File: src/logic/signed_div16.sv
`timescale 1ns/1ns

// ****************************************************************
// Shared constants and types
// ****************************************************************
package bin16_pkg;
    localparam int WORD_W = 16;
    localparam int PROD_W = 32;
    localparam int SIGN_BIT = 15;
    localparam int PROD_SIGN_BIT = 31;
    localparam int BITS_PER_DIGIT = 4;
    localparam logic [2:0] ONE_DIGIT_GROUP = 3'h1;
    localparam logic [2:0] FOUR_DIGIT_GROUP = 3'h4;
    localparam logic [15:0] WORD_ZERO = 16'h0000;
    localparam logic [15:0] WORD_ONE = 16'h0001;
    localparam logic [15:0] WORD_MAX_POS = 16'h7FFF;
    localparam logic [15:0] WORD_MAX_NEG = 16'h8000;
    localparam logic [15:0] WORD_ALL = 16'hFFFF;
    localparam int DEFAULT_SLOTS = 8;

    // Operation codes, one-hot
    typedef enum logic [9:0] {
        ADD_TWO_OP = 10'h001,
        ADD_THREE_OP = 10'h002,
        SUB_TWO_OP = 10'h004,
        SUB_THREE_OP = 10'h008,
        MUL_OP = 10'h010,
        DIV_OP = 10'h020,
        ADD_ONE_OP = 10'h040,
        SUB_ONE_OP = 10'h080,
        COPY_WORD_OP = 10'h100,
        SIGN_FLIP_OP = 10'h200
    } op_t;

    // Kind of destination operand
    typedef enum logic [2:0] {
        DST_WORD = 3'h1,
        DST_BITS = 3'h2,
        DST_BAD = 3'h4
    } dst_kind_t;
endpackage

// ****************************************************************
// Signed 16-bit divider
// ****************************************************************
module signed_div16 (
    // Operands
    input wire logic signed [15:0] dividend,
    input wire logic signed [15:0] divisor,
    // Results
    output logic signed [15:0] quotient,
    output logic signed [15:0] remainder,
    output logic div_zero
);
    // Truncates toward zero, so the remainder carries the dividend's sign
    always_comb begin
        div_zero = (divisor == bin16_pkg::WORD_ZERO);
        if (div_zero) begin
            quotient = bin16_pkg::WORD_ZERO;
            remainder = bin16_pkg::WORD_ZERO;
        end else begin
            quotient = dividend / divisor;
            remainder = dividend % divisor;
        end
    end
endmodule

File: src/logic/bin16_arith_move_unit.sv
`timescale 1ns/1ns

// Summary of operation
// - Two-operand add: destination plus source.
// - Three-operand add: source one plus two.
// - Operands are signed, bit 15 is sign.
// - Add and subtract wrap, no carry.
// - Two-operand subtract: destination minus source.
// - Three-operand subtract: source one minus two.
// - Multiply gives signed 32-bit product for words only.
// - Bit destination filled four bits per digit.
// - Quotient low; remainder high for words only.
// - Quotient and remainder both signed.
// - Error on zero divisor or bad destination.
// - Increment wraps maximum to most negative.
// - Decrement wraps most negative to maximum.
// - Increment and decrement by one in place.
// - Copy writes source unchanged to destination.
// - Written value held until next write.
// - Sign flip writes two's complement in place.
module bin16_arith_move_unit #(
    parameter int SLOTS = bin16_pkg::DEFAULT_SLOTS
) (
    // Clock and reset
    input wire logic clk,
    input wire logic sys_rst,
    // Instruction request from the scanner
    input wire logic req_valid,
    input wire bin16_pkg::op_t req_op,
    input wire logic req_pulse,
    input wire logic req_cond,
    input wire logic [$clog2(SLOTS)-1:0] req_slot,
    // Operands
    input wire logic [15:0] src_one,
    input wire logic [15:0] src_two,
    input wire logic [15:0] dst_in,
    input wire bin16_pkg::dst_kind_t dst_kind,
    input wire logic [2:0] dst_digits,
    // Error flag control
    input wire logic error_clear,
    // Results
    output logic [15:0] result_lo,
    output logic [15:0] result_hi,
    output logic write_lo,
    output logic write_hi,
    output logic exec_done,
    output logic operation_error_flag
);

    // ****************************************************************
    // State
    // ****************************************************************
    typedef struct packed {
        logic [SLOTS-1:0] prev_cond;
        logic [15:0] res_lo;
        logic [15:0] res_hi;
        logic wr_lo;
        logic wr_hi;
        logic done;
        logic err;
    } state_t;

    state_t st_q;
    state_t st_d;

    logic signed [15:0] quo;
    logic signed [15:0] rem;
    logic div_zero;
    logic fire;
    logic bad;
    logic [15:0] mask;
    logic [31:0] wide;
    logic two_halves;

    // ****************************************************************
    // Divider
    // ****************************************************************
    signed_div16 u_div (
        .dividend(src_one),
        .divisor(src_two),
        .quotient(quo),
        .remainder(rem),
        .div_zero(div_zero)
    );

    // ****************************************************************
    // Datapath
    // ****************************************************************
    always_comb begin
        st_d = st_q;
        st_d.wr_lo = 1'b0;
        st_d.wr_hi = 1'b0;
        st_d.done = 1'b0;
        wide = {bin16_pkg::WORD_ZERO, bin16_pkg::WORD_ZERO};
        two_halves = 1'b0;
        mask = bin16_pkg::WORD_ALL;
        fire = 1'b0;
        bad = 1'b0;

        // Pulse forms need the condition of the previous scan per slot
        fire = req_valid && req_cond && (!req_pulse || !st_q.prev_cond[req_slot]);
        if (req_valid) begin
            st_d.prev_cond[req_slot] = req_cond;
        end

        // Wrapping 16-bit arithmetic except multiply and divide, which fill 32 bits; no carry is produced
        unique case (req_op)
            bin16_pkg::ADD_TWO_OP: wide[15:0] = dst_in + src_one;
            bin16_pkg::ADD_THREE_OP: wide[15:0] = src_one + src_two;
            bin16_pkg::SUB_TWO_OP: wide[15:0] = dst_in - src_one;
            bin16_pkg::SUB_THREE_OP: wide[15:0] = src_one - src_two;
            bin16_pkg::MUL_OP: begin
                wide = 32'($signed(src_one)) * 32'($signed(src_two));
                two_halves = 1'b1;
            end
            bin16_pkg::DIV_OP: begin
                wide = {rem, quo};
                two_halves = 1'b1;
            end
            bin16_pkg::ADD_ONE_OP: wide[15:0] = dst_in + bin16_pkg::WORD_ONE;
            bin16_pkg::SUB_ONE_OP: wide[15:0] = dst_in - bin16_pkg::WORD_ONE;
            bin16_pkg::COPY_WORD_OP: wide[15:0] = src_one;
            bin16_pkg::SIGN_FLIP_OP: wide[15:0] = bin16_pkg::WORD_ZERO - dst_in;
            default: wide = {bin16_pkg::WORD_ZERO, bin16_pkg::WORD_ZERO};
        endcase

        // Digit count outside one to four groups is not a legal destination
        if (dst_kind == bin16_pkg::DST_BITS) begin
            if (dst_digits < bin16_pkg::ONE_DIGIT_GROUP
                    || dst_digits > bin16_pkg::FOUR_DIGIT_GROUP) begin
                bad = 1'b1;
            end else begin
                mask = bin16_pkg::WORD_ALL >> (6'(bin16_pkg::WORD_W)
                    - 6'(dst_digits) * 6'(bin16_pkg::BITS_PER_DIGIT));
            end
        end
        if (dst_kind != bin16_pkg::DST_WORD && dst_kind != bin16_pkg::DST_BITS) begin
            bad = 1'b1;
        end
        if (req_op == bin16_pkg::DIV_OP && div_zero) begin
            bad = 1'b1;
        end

        if (error_clear) begin
            st_d.err = 1'b0;
        end
        if (fire) begin
            st_d.done = 1'b1;
            if (bad) begin
                // Set is written after clear so a new error is never lost
                st_d.err = 1'b1;
            end else if (dst_kind == bin16_pkg::DST_BITS) begin
                // Bits above the group keep their old value
                st_d.res_lo = (dst_in & ~mask) | (wide[15:0] & mask);
                st_d.wr_lo = 1'b1;
            end else begin
                st_d.res_lo = wide[15:0];
                st_d.wr_lo = 1'b1;
                if (two_halves) begin
                    st_d.res_hi = wide[31:16];
                    st_d.wr_hi = 1'b1;
                end
            end
        end
    end

    // Results hold between writes
    always_ff @(posedge clk or posedge sys_rst) begin
        if (sys_rst) begin
            st_q <= '0;
        end else begin
            st_q <= st_d;
        end
    end

    assign result_lo = st_q.res_lo;
    assign result_hi = st_q.res_hi;
    assign write_lo = st_q.wr_lo;
    assign write_hi = st_q.wr_hi;
    assign exec_done = st_q.done;
    assign operation_error_flag = st_q.err;

    // ****************************************************************
    // Checks
    // ****************************************************************
    logic ok_word;
    assign ok_word = fire && !bad && dst_kind == bin16_pkg::DST_WORD;
endmodule

File: config.mk
export PLATFORM = sky130hd
export DESIGN_NAME = bin16_arith_move_unit
export DESIGN_NICKNAME = d
export VERILOG_FILES = /design/src/logic/signed_div16.sv /design/src/logic/bin16_arith_move_unit.sv
export SDC_FILE = /design/constraint.sdc
export NUM_CORES = 2
export LEC_CHECK = 0
export ABC_CLOCK_PERIOD_IN_PS = 2800
export BUFFER_PORTS_ARGS = -buffer_cell sky130_fd_sc_hd__buf_2
export CAP_MARGIN = 10
export CORE_UTILIZATION = 25
export DETAILED_ROUTE_END_ITERATION = 8
export GPL_TIMING_DRIVEN = 0
export PLACE_DENSITY = 0.5
export SYNTH_ARGS = -nofsm -noshare
export SYNTH_HDL_FRONTEND = slang
export SYNTH_SLANG_ARGS = --single-unit
export TNS_END_PERCENT = 5
File: constraint.sdc
create_clock -name clk -period 2.8 [get_ports clk]
set_input_delay 0.28 -clock clk [delete_from_list [all_inputs] [get_ports clk]]
set_output_delay 0.28 -clock clk [all_outputs]
set_load 0.005 [all_outputs]
# Word-level counts from Yosys, hierarchy flattened
# Index checks and enable logic that the tools add are counted.
# totals
elab_cells	78
n_memories	0
latchBits	0
mem_bits_ro	0
ramBits	0
output_inout_bits	36
regBits	44
# classes
multipliers	1
n_shift	1
div	2
muxes	23
n_reduce_logical	13
bitwise_logic	6
n_eq_ne	13
n_lt_le_gt_ge	4
addsub	8
# ops
op	count
one-hot mux 16 bit (10 select lines)	1
2-to-1 mux 16 bit	5
adder 16 bit	2
AND 16 bit	2
multiplier 16 x 16 -> 32 bit	1
one-hot mux 16 bit (2 select lines)	1
subtractor 16 bit	2
adder 16 x 1 -> 16 bit, second input constant	1
divider 16 x 16 -> 16 bit	1
logical NOT 16 bit	1
remainder unit 16 x 16 -> 16 bit	1
NOT 16 bit	1
OR 16 bit	1
>> shifter 16 x 6 -> 16 bit, first input constant	1
subtractor 1 x 16 -> 16 bit, first input constant	1
subtractor 16 x 1 -> 16 bit, second input constant	1
2-to-1 mux 1 bit	11
== test 10 x 1 -> 1 bit, second input constant	1
== test 10 bit, second input constant	1
== test 10 x 2 -> 1 bit, second input constant	1
== test 10 x 3 -> 1 bit, second input constant	1
== test 10 x 4 -> 1 bit, second input constant	1
== test 10 x 5 -> 1 bit, second input constant	1
== test 10 x 6 -> 1 bit, second input constant	1
23 further kinds	30

# Logic depth before layout (Yosys ltp)
# logic_depth
word_depth	8
depth_mapped	161
ltp_nobuf	148

# Cells and area by module
# A second synthesis with hierarchy kept.
# hier_totals
hier_cells	3346
area_unflattened_um2	25604.6
# modules_own_cells
module	n_inst	cells_per_inst	area_each_um2	seq_area_each_um2
bin16_arith_move_unit	1	1846	15421.0	1101.1
signed_div16	1	1500	10183.5	0.0

# Least setup slack after synthesis
# No wires, ideal clock.
# synth_timing
path_kind	input port to flip-flop
startpoint	input port src_two[0]
endpoint	register st_q, in the netlist result_hi[14]
arrival_time_ns	31.579
required_ns	2.673
stages	138
path_buffers	16
setup_time_ns	0.127
slack_ns	-28.906
cell_sequence	clkbuf_1 > clkbuf_1 > inv_1 > ha_1 > or4b_1 > or4_4 > a2111oi_4 > nand4_2 > nor2_1 > buf_2 > nand2_1 > nand2_1 > o21ai_0 > ha_1 > o21a_1 > nor2_1 > a211oi_1 > nand2_1 > (+102 left out) > clkbuf_1 > clkbuf_1 > o21ai_0 > ha_1 > nor2b_1 > o211ai_1 > o211ai_1 > a21oi_1 > o311ai_0 > and2_1 > clkbuf_1 > clkinv_1 > clkbuf_1 > a221o_1 > or3_4 > o41ai_1 > xor2_1 > o21ai_1
# synth_between
elab_chain_cells	5
# synth_rtl
item	line_no	rtl
start, declared	bin16_arith_move_unit.sv:35	input wire logic [15:0] src_two,
branches (longest 5 deep; another with remainder unit 16 x 16 -> 16 bit)	n/a	
end signal, assigned	bin16_arith_move_unit.sv:172	st_q <= st_d;
end, declared	bin16_arith_move_unit.sv:63	state_t st_q;
# Parallel ways; which one is timed is not known.
# A chain may end at the register's enable or synchronous reset.

# Worst setup path after layout
# layout_timing
startpoint	input port src_two[0]
endpoint	register st_q, in the netlist result_hi[11]
# The elaborated chain is that of the path after synthesis.

==> flow_summary.json <==
{
  "status": "complete, but fails checks",
  "violations": "negative setup slack",
  "final_critical_path_setup_slack_ps": -26480,
  "worstHoldEndpoint": "operation_error_flag$_DFF_PP0_",
  "io_buffer_count": 100,
  "slowest_delay_ps": 490,
  "synth_ff_type": "dfrtp_1",
  "fraction_of_the_cycle_the_final_worst_path_needs": 10.5,
  "dp.final_hpwl_mm": 81.1,
  "worst_ep_required_time_ps": 2980,
  "final-hold-violation-count": 0,
  "power.leakage_nw": 13.7,
  "share_comb_of_total_power": 0.959,
  "overall_global_routing_resource_usage": 0.201,
  "gate_count_of_the_mapped_netlist": 3173,
  "pin_count_of_the_biggest_net_entering_global_routing": 27,
  "grt_pass1_vias": 24867,
  "internal_power_mw": 15.9,
  "crit_fanout": 9,
  "place.gp.congestion": 0.946,
  "via_count": 24909,
  "synth-edff-count": 0,
  "placed_area_mm2": 0.0275,
  "path_common_cell": "ha_4",
  "root_buffer": "clkbuf_16",
  "design_area_mm2": 0.0313,
  "remaining_drc_errors": 0,
  "p_sw_frac": 0.567,
  "postSynthRegisterBits": 44,
  "tightest_slew_ps": 1090,
  "final_count_of_pins_violating_max_slew": 0,
  "die_area_mm2": 0.0990,
  "antenna_found_initial": 13,
  "synth_seq_area_share": 0.0451,
  "clkPwrFrac": 0.021,
  "critical_path.endpoint_type": "flip-flop",
  "multiInputGateArea_mm2": 0.0237,
  "core.rowCount": 114,
  "maxClockFrequency_ghz": 0.0342,
  "tritoncts": "yes",
  "setup-violations-final": 35,
  "ctsHtreeMaxLevel": 2,
  "gr-total-overflow": 0,
  "grt_first_pass_wirelength_mm": 152,
  "clk_pin_slew_ps": 70,
  "ir_drop_v": 0.00163,
  "clockBufferDepth": 2,
  "setup-tns-final_ps": -839650,
  "fin_skew_ps": 13.7,
  "max_cap_violations": 0,
  "floorplan.die.width_um": 315,
  "synth_area_mm2": 0.0244,
  "cts.sink_count": 44,
  "post-route-min-period_ps": 29280,
  "powerDensity_mw_per_mm2": 1180,
  "number_of_detailed_routing_iterations_run_before_antenna_repair": 6,
  "async_reset_ff_frac": 1.00,
  "reg2reg_from": "st_q[43]$_DFFE_PP0P_",
  "nFillCells": 10385,
  "sequential_cell_area_mm2": 0.00110,
  "antenna_left": 0,
  "timing_worst_setup_path_type": "in2reg",
  "design.core.area_mm2": 0.0967,
  "cp_slowest_cell": "or4b_4",
  "drt-vias-per-instance": 5.23,
  "wl_per_cell_um": 21.1,
  "syn_nets": 3771,
  "ioPinCount": 109,
  "timing.max_slew.rel_slack": 0.251,
  "power_switching_mw": 20.9,
  "crit_arrival_ps": 29460,
  "area_overhead_vs_synth_pct": 28.0,
  "num-nets-final": 4077,
  "startpoint_type_of_the_worst_setup_path": "input port",
  "initial_utilization": 0.253,
  "post_synth_num_cell_types": 104,
  "cts-buffers-inserted": 5,
  "hold_path_startpoint": "error_clear",
  "layout_cell_share_with_drive_strength_beyond_1": 0.224,
  "yosys_warnings": 0,
  "insertion_delay_ps": 330,
  "timing.hold.worst.class": "in2reg",
  "worst_r2r_setup_slack_ps": -830,
  "syn_avg_cell_area_um2": 7.70,
  "worstRegToRegCells": 10,
  "routed_wirelength_mm": 100,
  "pwr-share-seq": 0.019,
  "rsz0062_at_grt": "true",
  "first_iter_violations": 2110,
  "critical_path.reg2reg.endpoint": "result_hi[9]$_DFFE_PP0P_",
  "min_delay_path_depth": 2,
  "die-height_um": 315
}
state kept, by name, indices dropped and copies added, names as in the netlist:
| signal | cells |
|---|---|
| result_hi | 16 |
| result_lo | 16 |
| write_lo | 1 |
| exec_done | 1 |
| st_q | 8 |
| operation_error_flag | 1 |
| write_hi | 1 |
kinds of logic after synthesis:
kind of cell / share of synthesized area
buffers and inverters: 0.0870
AOI/OAI and AO/OA: 0.207
xor gates and xnor gates: 0.0792
DFF: 0.0451
muxes: 0.0176
and+or+nand+nor: 0.213
adders and majority gates: 0.351
worst max-delay path by stage:
stage	startpoint	to	slack, ps
floorplan	src_two[0]	result_hi[15]$_DFFE_PP0P_	-24740
global placement	src_two[1]	result_hi[9]$_DFFE_PP0P_	-33430
detailed placement	src_two[0]	result_hi[9]$_DFFE_PP0P_	-32250
CTS	src_two[0]	result_hi[15]$_DFFE_PP0P_	-26000
global route	src_two[10]	result_hi[15]$_DFFE_PP0P_	-27620
finish	src_two[0]	result_hi[11]$_DFFE_PP0P_	-26480
cells in the mapped netlist (all sizes together), types with 63 or more instances:
| cell | instances | area [µm²] |
|---|---|---|
| o21ai | 159 | 796 |
| and2 | 108 | 676 |
| a21oi | 192 | 965 |
| xor2 | 77 | 674 |
| nand3 | 63 | 320 |
| fa | 265 | 5310 |
| xnor2 | 144 | 1260 |
| clkbuf | 118 | 443 |
| inv | 350 | 1310 |
| nor3 | 78 | 405 |
| ha | 260 | 3250 |
| nand2 | 343 | 1290 |
| nor2 | 218 | 828 |
final cells by class:
type,instances,share of cell area
multi-input cells,2605,0.758
repair buffers,300,0.0697
well taps,1276,0.0511
inverters,354,0.0445
flip-flops and latches,44,0.0352
plain buffers,169,0.0352
clock buffers,6,0.00444
clock inverters,2,0.00124
diodes,7,0.000560
stage by stage:
stage | cells | hold WS, ps | util | power [mW] | setup slack, ps
after floorplan | 3173 | 376 | - | 24.1 | -24740
after global placement | 4549 | 463 | 0.282 | 32.1 | -33430
after detailed placement | 4559 | 313 | 0.285 | 32.2 | -32250
after CTS | 4709 | 130 | 0.316 | 35.6 | -26000
after global routing | 4757 | 141 | 0.323 | 40.0 | -27620
final | 4763 | 137 | 0.323 | 36.8 | -26480
cells in the final DEF (no fill, tap or decap), types with 39 or more instances in the layout:
master,synthesis,routed
xor2_1,77,71
or3_1,42,39
a21oi_2,1,43
o21ai_0,155,107
buf_4,33,212
o21a_1,50,46
nand2_1,341,327
nor2_1,216,193
nand2b_1,42,41
buf_2,6,104
clkbuf_1,118,98
xnor2_1,144,131
inv_1,348,336
nor3_1,75,65
a21oi_1,191,132
nand3_1,62,50
dfrtp_1,44,44
ha_1,260,210
and2_1,107,103
fa_1,265,264
a21o_1,49,47
power groups by stage:
stage                     sequential (mW)  combinational (mW)  clock, mW
after CTS                           0.717                34.1      0.809
after global routing                0.722                38.5      0.826
after detailed placement            0.730                31.5          0
final                               0.715                35.3      0.788
after floorplan                     0.718                23.3          0
after global placement              0.728                31.3          0
routing by layer:
layer | track usage | vias to the layer above | routed length, µm
met1 | 0.275 | 12329 | 43900
li1 | - | 11549 | -
met4 | 0.0713 | 12 | 3990
met2 | 0.330 | 844 | 46300
met3 | 0.0171 | 175 | 6200
met5 | 0 | - | 74
timing repair:
| action | in CTS | in global routing |
|---|---|---|
| pin swaps | 143 | 98 |
| setup buffers | 141 | 46 |
| hold endpoints to repair | 18 | 0 |
| gates cloned | 3 | 0 |
| resized for setup | 335 | 83 |
| hold buffers | 1 | 0 |
| setup endpoints to repair | 35 | 35 |
critical path: cells and delay by family:
family          cells  cell delay [ps]
simple gates       47             7820
fa+ha+maj          16             4050
mux                 2              540
buf+inv            27             3640
compound gates     62            12750
xor+xnor            1              280
(Power assumes the default switching activity.)
